--- config.mk ---
export PLATFORM = sky130hd
export DESIGN_NAME = key_use_limiter
export DESIGN_NICKNAME = d
export VERILOG_FILES = /design/src/core/key_limit_pkg.sv /design/src/core/use_bit_if.sv /design/src/core/use_bit_consumer.sv /design/src/core/key_use_limiter.sv
export SDC_FILE = /design/constraint.sdc
export NUM_CORES = 1
export LEC_CHECK = 0
export BUFFER_PORTS_ARGS = -buffer_cell sky130_fd_sc_hd__buf_2
export CORE_ASPECT_RATIO = 1.75
export CORE_MARGIN = 2
export CORE_UTILIZATION = 54
export DETAILED_ROUTE_END_ITERATION = 10
export GPL_ROUTABILITY_DRIVEN = 0
export PLACE_DENSITY = 0.69
export SYNTH_ARGS = -nofsm -noshare
export SYNTH_HDL_FRONTEND = slang
export SYNTH_SLANG_ARGS = --single-unit
--- constraint.sdc ---
create_clock -name hclk -period 11.65 [get_ports hclk]
set_clock_uncertainty 0.1 [all_clocks]
set_input_delay 1.165 -clock hclk [delete_from_list [all_inputs] [get_ports hclk]]
set_output_delay 1.165 -clock hclk [all_outputs]
set_load 0.02 [all_outputs]
--- src/core/key_limit_pkg.sv ---
// key-use limiter: offsets, fields, reset values and encodings
// assumes a 32-bit AHB-Lite slave decoding the low address byte
package key_limit_pkg;
    // ************************************************
    // register byte offsets
    // ************************************************
    localparam logic [7:0] OFS_CMD = 8'h00;
    localparam logic [7:0] OFS_STATUS = 8'h04;
    localparam logic [7:0] OFS_ONE_SHOT = 8'h08;
    localparam logic [7:0] OFS_REFRESH_OK = 8'h0C;
    localparam logic [7:0] OFS_RKEY_ZERO = 8'h10;
    localparam logic [7:0] OFS_REMAIN_LO = 8'h14;
    localparam logic [7:0] OFS_REMAIN_HI = 8'h18;
    localparam logic [7:0] OFS_SCRATCH = 8'h1C;
    localparam logic [7:0] OFS_FINAL0 = 8'h44;
    localparam logic [7:0] OFS_FINAL3 = 8'h50;
    // ************************************************
    // command word fields
    // ************************************************
    localparam int CMD_MATCH_BIT = 2;
    localparam int CMD_SECOND_BIT = 3;
    localparam int CMD_PARENT_LSB = 4;
    localparam int CMD_MODE_LSB = 8;
    localparam int CMD_SEL_LSB = 16;
    typedef enum logic [1:0] {
        OP_CRYPTO_USE = 2'h0,
        OP_ACCESS = 2'h1,
        OP_REFRESH = 2'h2,
        OP_COMPARE = 2'h3
    } op_t;
    // ************************************************
    // scratch flags, status bits, constants
    // ************************************************
    localparam int SCR_ORIGIN = 0;
    localparam int SCR_GEN = 1;
    localparam int SCR_CMP = 2;
    localparam int SCR_VALID = 3;
    localparam int STS_DONE = 0;
    localparam int STS_ERR = 1;
    localparam int STS_GRANT = 2;
    localparam int STS_COPY = 3;
    localparam int STS_SLOT_LSB = 4;
    localparam logic [7:0] BITMAP_FULL = 8'hFF;
    localparam logic [7:0] BITMAP_EMPTY = 8'h00;
    localparam logic [127:0] FINAL_RESET = {16{8'hFF}};
    localparam logic [3:0] LIMITED_SLOT_MAX = 4'h7;
    localparam logic [3:0] FINAL_SLOT = 4'hF;
    localparam logic [7:0] MODE_COPY_A = 8'h01;
    localparam logic [7:0] MODE_COPY_B = 8'h05;
    localparam int MODE_ORIGIN_BIT = 2;
endpackage

--- src/core/use_bit_if.sv ---
// carrier between the limiter and its use-bit consumer
// assumes both ends sit in the same clock domain
`timescale 1ns/1ns
interface use_bit_if;
    logic [127:0] map_in;
    logic [127:0] map_out;
    logic empty;
    modport consumer (input map_in, output map_out, output empty);
    modport requester (output map_in, input map_out, input empty);
endinterface

--- src/core/use_bit_consumer.sv ---
// clears the highest set bit of a use bitmap, flags an empty map
// assumes bit 127 is scanned first
`timescale 1ns/1ns
module use_bit_consumer (
    use_bit_if.consumer ub
);
    // ************************************************
    // downward scan for the first set bit
    // ************************************************
    always_comb begin
        logic found;
        found = 1'b0;
        ub.map_out = ub.map_in;
        for (int i = 127; i >= 0; i--) begin
            if (!found && ub.map_in[i]) begin
                ub.map_out[i] = 1'b0;
                found = 1'b1;
            end
        end
        ub.empty = ~|ub.map_in;
    end
endmodule

--- src/core/key_use_limiter.sv ---
// key-use limiter and password copy gate behind an AHB-Lite slave
// assumes single word transfers and a hash engine reporting match
`timescale 1ns/1ns
// Function
// - use limits on slots 0..7 only when enabled; ignored for 8..14
// - limited slot with empty bitmap gives an error before use
// - each limited use clears the highest set bitmap bit
// - access commands ignore limits and keep the bitmaps
// - key refresh errors when a limited parent bitmap is empty
// - refresh ignores target limits and fills the bitmap of a target 0..7 with ones; key 15 is not refilled
// - refresh allowed only when target write policy bit 13 is set
// - key 15 with limit enabled uses the final bitmap
// - key 15 errors when the whole final bitmap is zero
// - key 15 use clears first set bit from byte 68 bit 7 on
// - final bitmap bits never come back; at most 128 uses
// - access and copy leave the final bitmap unchanged
// - copy needs mode 0x01 or 0x05 and origin flag equal mode bit 2
// - copy needs the target read key pointer zero
// - target is password slot, or slot plus one for a secondary
// - message is password slot then scratch nonce
// - on match copy target to scratch and set its flags
// - slot is selector low four bits; hash keeps all 16 bits
module key_use_limiter (
    input wire logic hclk,
    input wire logic hresetn,
    input wire logic hsel,
    input wire logic [31:0] haddr,
    input wire logic [1:0] htrans,
    input wire logic hwrite,
    input wire logic [2:0] hsize,
    input wire logic [31:0] hwdata,
    input wire logic hready,
    output logic hreadyout,
    output logic [31:0] hrdata,
    output logic hresp,
    output logic key_use_grant,
    output logic [3:0] key_slot,
    output logic [15:0] hash_selector,
    output logic copy_strobe,
    output logic [3:0] copy_slot
);
    typedef enum logic {ST_IDLE, ST_EXEC} fsm_t;
    typedef struct packed {
        fsm_t fsm;
        logic active;
        logic wr;
        logic [7:0] addr;
        logic [31:0] cmd;
        logic [15:0] one_shot;
        logic [15:0] refresh_ok;
        logic [15:0] rkey_zero;
        logic [63:0] remain;
        logic [3:0] scratch;
        logic [127:0] final_map;
        logic [7:0] status;
        logic [31:0] rdata;
        logic ready;
        logic grant;
        logic [3:0] slot;
        logic [15:0] selector;
        logic copy;
        logic [3:0] copy_slot;
    } state_t;

    state_t q;
    state_t d;
    use_bit_if ub ();

    // ************************************************
    // helpers
    // ************************************************
    // limit applies to enabled slots 0..7 and to slot 15 only
    function automatic logic is_limited(input logic [3:0] s, input logic [15:0] en);
        is_limited = en[s] && (s <= key_limit_pkg::LIMITED_SLOT_MAX ||
                     s == key_limit_pkg::FINAL_SLOT);
    endfunction

    // final-map word k: byte 68+4k in bits 7:0, vector msb is byte 68
    function automatic logic [31:0] final_word(input logic [127:0] m, input logic [1:0] k);
        final_word = '0;
        for (int j = 0; j < 4; j++) begin
            final_word[j*8 +: 8] = m[127 - 8*(4*int'(k) + j) -: 8];
        end
    endfunction

    function automatic logic [127:0] final_and(input logic [127:0] m, input logic [1:0] k,
                                               input logic [31:0] w);
        final_and = m;
        for (int j = 0; j < 4; j++) begin
            final_and[127 - 8*(4*int'(k) + j) -: 8] = m[127 - 8*(4*int'(k) + j) -: 8] &
                                                       w[j*8 +: 8];
        end
    endfunction

    // ************************************************
    // command decode
    // ************************************************
    // enum and its literals live in the package; local aliases keep the decode readable
    typedef key_limit_pkg::op_t op_t;
    localparam op_t OP_CRYPTO_USE = key_limit_pkg::OP_CRYPTO_USE;
    localparam op_t OP_ACCESS = key_limit_pkg::OP_ACCESS;
    localparam op_t OP_REFRESH = key_limit_pkg::OP_REFRESH;
    localparam op_t OP_COMPARE = key_limit_pkg::OP_COMPARE;
    op_t op;
    logic [15:0] sel;
    logic [3:0] use_slot;
    logic [3:0] tgt;
    logic [7:0] mode;
    logic copy_ok;
    logic exec;

    assign exec = q.fsm == ST_EXEC;
    assign op = op_t'(q.cmd[1:0]);
    assign sel = q.cmd[key_limit_pkg::CMD_SEL_LSB +: 16];
    assign mode = q.cmd[key_limit_pkg::CMD_MODE_LSB +: 8];
    // refresh consumes a use of its parent, others of the selected key
    assign use_slot = (op == OP_REFRESH) ? q.cmd[key_limit_pkg::CMD_PARENT_LSB +: 4] :
                      sel[3:0];
    // copy target is the password slot or the one above it
    assign tgt = sel[3:0] + {3'h0, q.cmd[key_limit_pkg::CMD_SECOND_BIT]};
    assign copy_ok = (mode == key_limit_pkg::MODE_COPY_A || mode == key_limit_pkg::MODE_COPY_B)
                     && q.scratch[key_limit_pkg::SCR_ORIGIN] == mode[key_limit_pkg::MODE_ORIGIN_BIT]
                     && q.rkey_zero[tgt];

    // feed the consumer with the map of the key about to be used
    assign ub.map_in = (use_slot == key_limit_pkg::FINAL_SLOT) ? q.final_map :
                       {q.remain[use_slot[2:0]*8 +: 8], 120'h0};

    use_bit_consumer u_consume (
        .ub(ub)
    );

    // ************************************************
    // next state
    // ************************************************
    always_comb begin
        logic err;
        err = 1'b0;
        d = q;
        d.ready = 1'b1;
        d.grant = 1'b0;
        d.copy = 1'b0;
        d.fsm = ST_IDLE;
        // command execution, one cycle after the command write
        if (exec) begin
            d.slot = sel[3:0];
            d.selector = sel;
            unique case (op)
                OP_CRYPTO_USE, OP_REFRESH: begin
                    if (op == OP_REFRESH && !q.refresh_ok[sel[3:0]]) begin
                        err = 1'b1;
                    end else if (is_limited(use_slot, q.one_shot)) begin
                        if (ub.empty) begin
                            err = 1'b1;
                        end else if (use_slot == key_limit_pkg::FINAL_SLOT) begin
                            d.final_map = ub.map_out;
                        end else begin
                            d.remain[use_slot*8 +: 8] = ub.map_out[127:120];
                        end
                    end
                    if (!err && op == OP_REFRESH && sel[3:0] <= key_limit_pkg::LIMITED_SLOT_MAX) begin
                        d.remain[sel[2:0]*8 +: 8] = key_limit_pkg::BITMAP_FULL;
                    end
                    d.grant = !err;
                end
                OP_ACCESS: begin
                    d.grant = 1'b1;
                end
                OP_COMPARE: begin
                    // message: password slot key_slot, then scratch nonce
                    d.grant = q.cmd[key_limit_pkg::CMD_MATCH_BIT];
                    err = !q.cmd[key_limit_pkg::CMD_MATCH_BIT];
                    if (copy_ok && q.cmd[key_limit_pkg::CMD_MATCH_BIT]) begin
                        d.copy = 1'b1;
                        d.copy_slot = tgt;
                        d.scratch = 4'h9;
                    end
                end
            endcase
            d.status = {sel[3:0], d.copy, d.grant, err, 1'b1};
        end
        // data phase of a write: bitmaps can only lose bits
        if (q.active && q.wr) begin
            unique case (q.addr)
                key_limit_pkg::OFS_CMD: begin
                    d.cmd = hwdata;
                    d.fsm = ST_EXEC;
                    d.status[key_limit_pkg::STS_DONE] = 1'b0;
                end
                key_limit_pkg::OFS_ONE_SHOT: d.one_shot = hwdata[15:0];
                key_limit_pkg::OFS_REFRESH_OK: d.refresh_ok = hwdata[15:0];
                key_limit_pkg::OFS_RKEY_ZERO: d.rkey_zero = hwdata[15:0];
                key_limit_pkg::OFS_REMAIN_LO: d.remain[31:0] = d.remain[31:0] & hwdata;
                key_limit_pkg::OFS_REMAIN_HI: d.remain[63:32] = d.remain[63:32] & hwdata;
                key_limit_pkg::OFS_SCRATCH: d.scratch = hwdata[3:0];
                default: begin
                    if (q.addr >= key_limit_pkg::OFS_FINAL0 && q.addr <= key_limit_pkg::OFS_FINAL3) begin
                        d.final_map = final_and(d.final_map, 2'(q.addr[7:2] - 6'h11), hwdata);
                    end
                end
            endcase
        end
        // address phase capture and read data
        d.active = hready && hsel && htrans[1];
        d.wr = hwrite;
        d.addr = (haddr[31:8] == 24'h0) ? haddr[7:0] : 8'hFC;
        d.rdata = 32'h0;
        if (d.active && !hwrite) begin
            unique case (d.addr)
                key_limit_pkg::OFS_CMD: d.rdata = d.cmd;
                key_limit_pkg::OFS_STATUS: d.rdata = {24'h0, d.status};
                key_limit_pkg::OFS_ONE_SHOT: d.rdata = {16'h0, d.one_shot};
                key_limit_pkg::OFS_REFRESH_OK: d.rdata = {16'h0, d.refresh_ok};
                key_limit_pkg::OFS_RKEY_ZERO: d.rdata = {16'h0, d.rkey_zero};
                key_limit_pkg::OFS_REMAIN_LO: d.rdata = d.remain[31:0];
                key_limit_pkg::OFS_REMAIN_HI: d.rdata = d.remain[63:32];
                key_limit_pkg::OFS_SCRATCH: d.rdata = {28'h0, d.scratch};
                default: begin
                    if (d.addr >= key_limit_pkg::OFS_FINAL0 && d.addr <= key_limit_pkg::OFS_FINAL3) begin
                        d.rdata = final_word(d.final_map, 2'(d.addr[7:2] - 6'h11));
                    end
                end
            endcase
        end
    end

    // ************************************************
    // state register
    // ************************************************
    always_ff @(posedge hclk or negedge hresetn) begin
        if (!hresetn) begin
            q <= '0;
            q.ready <= 1'b1;
            q.remain <= {8{key_limit_pkg::BITMAP_FULL}};
            q.final_map <= key_limit_pkg::FINAL_RESET;
        end else begin
            q <= d;
        end
    end

    // outputs straight from the state register, except hresp which is tied low
    assign hreadyout = q.ready;
    assign hrdata = q.rdata;
    assign hresp = 1'b0;
    assign key_use_grant = q.grant;
    assign key_slot = q.slot;
    assign hash_selector = q.selector;
    assign copy_strobe = q.copy;
    assign copy_slot = q.copy_slot;

    logic quiet;
    assign quiet = !(q.active && q.wr);
endmodule

==> out/metrics.csv <==
stage,metric,value,unit
outcome,status,"complete, no violations",
detailed_routing,dr.max_layer_used,met5,
synth,synthFlopType,dfstp_2,
clock_tree,cts_setup_buffers,0,
clock_tree,cts_made_buffers,36,
synth,yosysTopAreaCell,dfstp_2,
synth,synth_cell_types,104,
global_routing,grt_usage,0.4300,
clock_tree,clock-sinks,349,
min_path,min_path_type,reg -> reg,
sta,fin_tns_setup,0,ns
synth,synth_area_per_cell,9.443,um^2
place,hpwlAfterDp,62520,um
sta,rsz0062_at_grt,no,
die,placementRows,96,
cells_and_area,fillCellCount,3397,
synth,synthCells,2256,
synth,synthArstFlopShare,1.000,
synth,synth-edff-count,0,
die,die_w,154.1,um
clock_tree,tritoncts,built,
detailed_routing,dr.pass1.iters,9,
critical_path,slowest_delay,0.88,ns
sta,fmax,141.1,MHz
cells_and_area,final_cell_count_no_fill,2786,
clock_tree,htreeDepth,2,
clock_tree,post_cts_resized,0,
synth,synthesis.area,21300,um^2
cells_and_area,layout_common_cells,"nor2_1 (203), dfstp_2 (192), nand2_1 (162), dfrtp_1 (157), a21oi_1 (144)",
flow_run,drv_cap,0,
sta,finalCriticalPeriod,7.089,ns
cells_and_area,drive_gt1_frac,0.2580,
sta,finalHoldViolations,0,
clock_tree,ctsHoldBuffers,0,
die,design.die.area,41120,um^2
global_routing,grt_pass1_vias,20250,
critical_path,required,11.94,ns
clock_tree,root_buffer,clkbuf_16,
die,die_y,266.8,um
place,io_buffers,127,
sta,slew_violations,0,
sta,min_period_over_period,0.6085,
detailed_routing,ant_nets,0,
synth,yosysWarnings,0,
detailed_routing,wire_per_inst,31.99,um
detailed_routing,avgViaCountPerCell,7.408,
place,place_area,21880,um^2
global_routing,antenna_found_initial,6,
global_routing,grt_pass1_wl,130500,um
critical_path,cp-start-kind,register,
critical_path,crit_path_end_kind,register,
power_and_ir_drop,power.leakage,9.837,nW
sta,setup_violations,0,
detailed_routing,drtIter0Drc,3216,
die,start_util,0.5457,
critical_path,cp_common_cell,buf_4,
detailed_routing,route.detailed.drc,0,
place,dp_cells,2718,
die,design.core.area,39040,um^2
critical_path,arrival,7.38,ns
detailed_routing,routed_wl,89130,um
die,io-pin-count,134,
cells_and_area,synthToLayoutAreaGrowth,8.768,%
detailed_routing,dr_wl_met3,9158,um
detailed_routing,vias,20640,
synth,ys_ff_latch,349,
synth,yosys.area.top_type_share,0.2368,
cells_and_area,final_area,23170,um^2
critical_path,slowest_stage,o21ai_2,
critical_path,critical_path_class,reg -> reg,
cells_and_area,final_common_cell,nor2_1,
synth,syn_nets,2348,
clock_tree,clk_pin_slew,0.06,ns
power_and_ir_drop,ir_drop,0.1236,mV
detailed_routing,wl_met2,40770,um
critical_path,cp_cell_sequence,nor2b_4 > buf_4 > mux2i_1 > inv_1 > ha_1 > nand2_2 > buf_4 > nor4_1 > and2b_1 > o21ai_2 > o211ai_2 > a21oi_2 > nor2_1 > or4_1 > a211oi_1,
global_routing,grt_max_degree,91,
synth,ys_seq_area_frac,0.4212,
detailed_routing,met1_length,29080,um
power_and_ir_drop,p_per_area,118.5,nW/um^2
synth,synth_area_leaders,"dfstp_2 (24%), dfrtp_1 (18%), mux2_2 (4.5%)",
cells_and_area,num-nets-final,2359,
sta,relSlewSlack,0.06641,
sta,finalHoldWorstSlack,0.3604,ns
sta,worst_slew_pin_slew,1.383,ns
global_routing,grt.overflow.total,0,
clock_tree,clk_latency,0.56,ns
clock_tree,clk_path_buf_depth,3,
critical_path,cp_max_fo,45,
## area by class of cell
cell class / count / area, um^2 / share of cell area
clock inverter: 21 / 281.5 / 0.01215
antenna: 1 / 2.502 / 0.0001080
timing repair buffer: 181 / 1051 / 0.04536
inverter: 57 / 214.0 / 0.009233
multi-input combinational: 1642 / 11040 / 0.4764
sequential: 349 / 8974 / 0.3873
tap: 490 / 613.1 / 0.02646
clock buffer: 45 / 997.2 / 0.04303
## routing by layer
layer  track usage  vias to the layer above
met5             0                        -
met3       0.09060                      551
met1        0.4828                    10030
met2        0.6869                     1556
met4        0.3857                        8
li1              -                     8489
## critical path: cells and delay by family (launching register included)
family,cells,cell delay (ns)
AOI/OAI and AO/OA,4,2.28
adders and majority gates,1,0.32
buffers and inverters,3,1.07
DFF,1,0.69
muxes,1,0.83
and+or+nand+nor,6,1.55
## final timing paths
check	start	to	slack, ns	cells after the start
worst max-delay path	op[1]	hrdata[0]	4.56	15
worst min-delay path	copy_slot[0]	copy_slot[0]	0.36	2
worst max register to register	op[1]	hrdata[0]	4.56	15
worst min register to register	copy_slot[0]	copy_slot[0]	0.36	2
max in group asynchronous	hresetn	hash_selector[15]	9.44	2
min in group asynchronous	hresetn	mode[1]	0.49	1
## cells by family after synthesis
kind of cell / synth area share
compound gates: 0.2345
fa+ha+maj: 0.01057
flops: 0.4212
buf+inv: 0.06173
xor+xnor: 0.001644
mux: 0.07535
simple gates: 0.1946
other cells: 0.0003525
## stage by stage
stage / power, mW / setup WS [ns] / utilization
detailed placement: 1.470 / 5.072 / 0.5606
floorplan: 1.372 / 6.451 / -
global placement: 1.467 / 5.085 / 0.5606
CTS: 2.739 / 5.018 / 0.5933
global route: 2.809 / 4.643 / 0.5935
finish: 2.747 / 4.561 / 0.5936
## synth_stat cells, types with 35 or more instances
cell type	number
a21oi_1	144
and3_1	57
a211oi_1	60
clkbuf_1	110
mux2_2	86
a21o_1	35
buf_4	69
o21ai_0	121
nand2_1	162
dfstp_2	192
nor4_1	37
and2_1	41
nor2_1	205
inv_1	56
nor3_1	84
dfrtp_1	157
mux2i_1	40
## state kept, by name (all words and copies together), names as in the netlist
name / count
key_use_grant: 1
key_slot: 3
hrdata: 32
exec: 1
q: 284
op: 2
copy_slot: 4
mode: 8
copy_strobe: 1
hash_selector: 13
## report_power, final
| group | leakage [nW] | internal (mW) | total, mW | switching [mW] |
|---|---|---|---|---|
| Clock | 0.626 | 0.747 | 1.28 | 0.531 |
| Combinational | 5.29 | 0.0548 | 0.215 | 0.160 |
| Sequential | 3.92 | 1.24 | 1.25 | 0.0159 |
| Total | 9.84 | 2.04 | 2.75 | 0.707 |
Note: power is estimated with default switching activity, not from simulation.
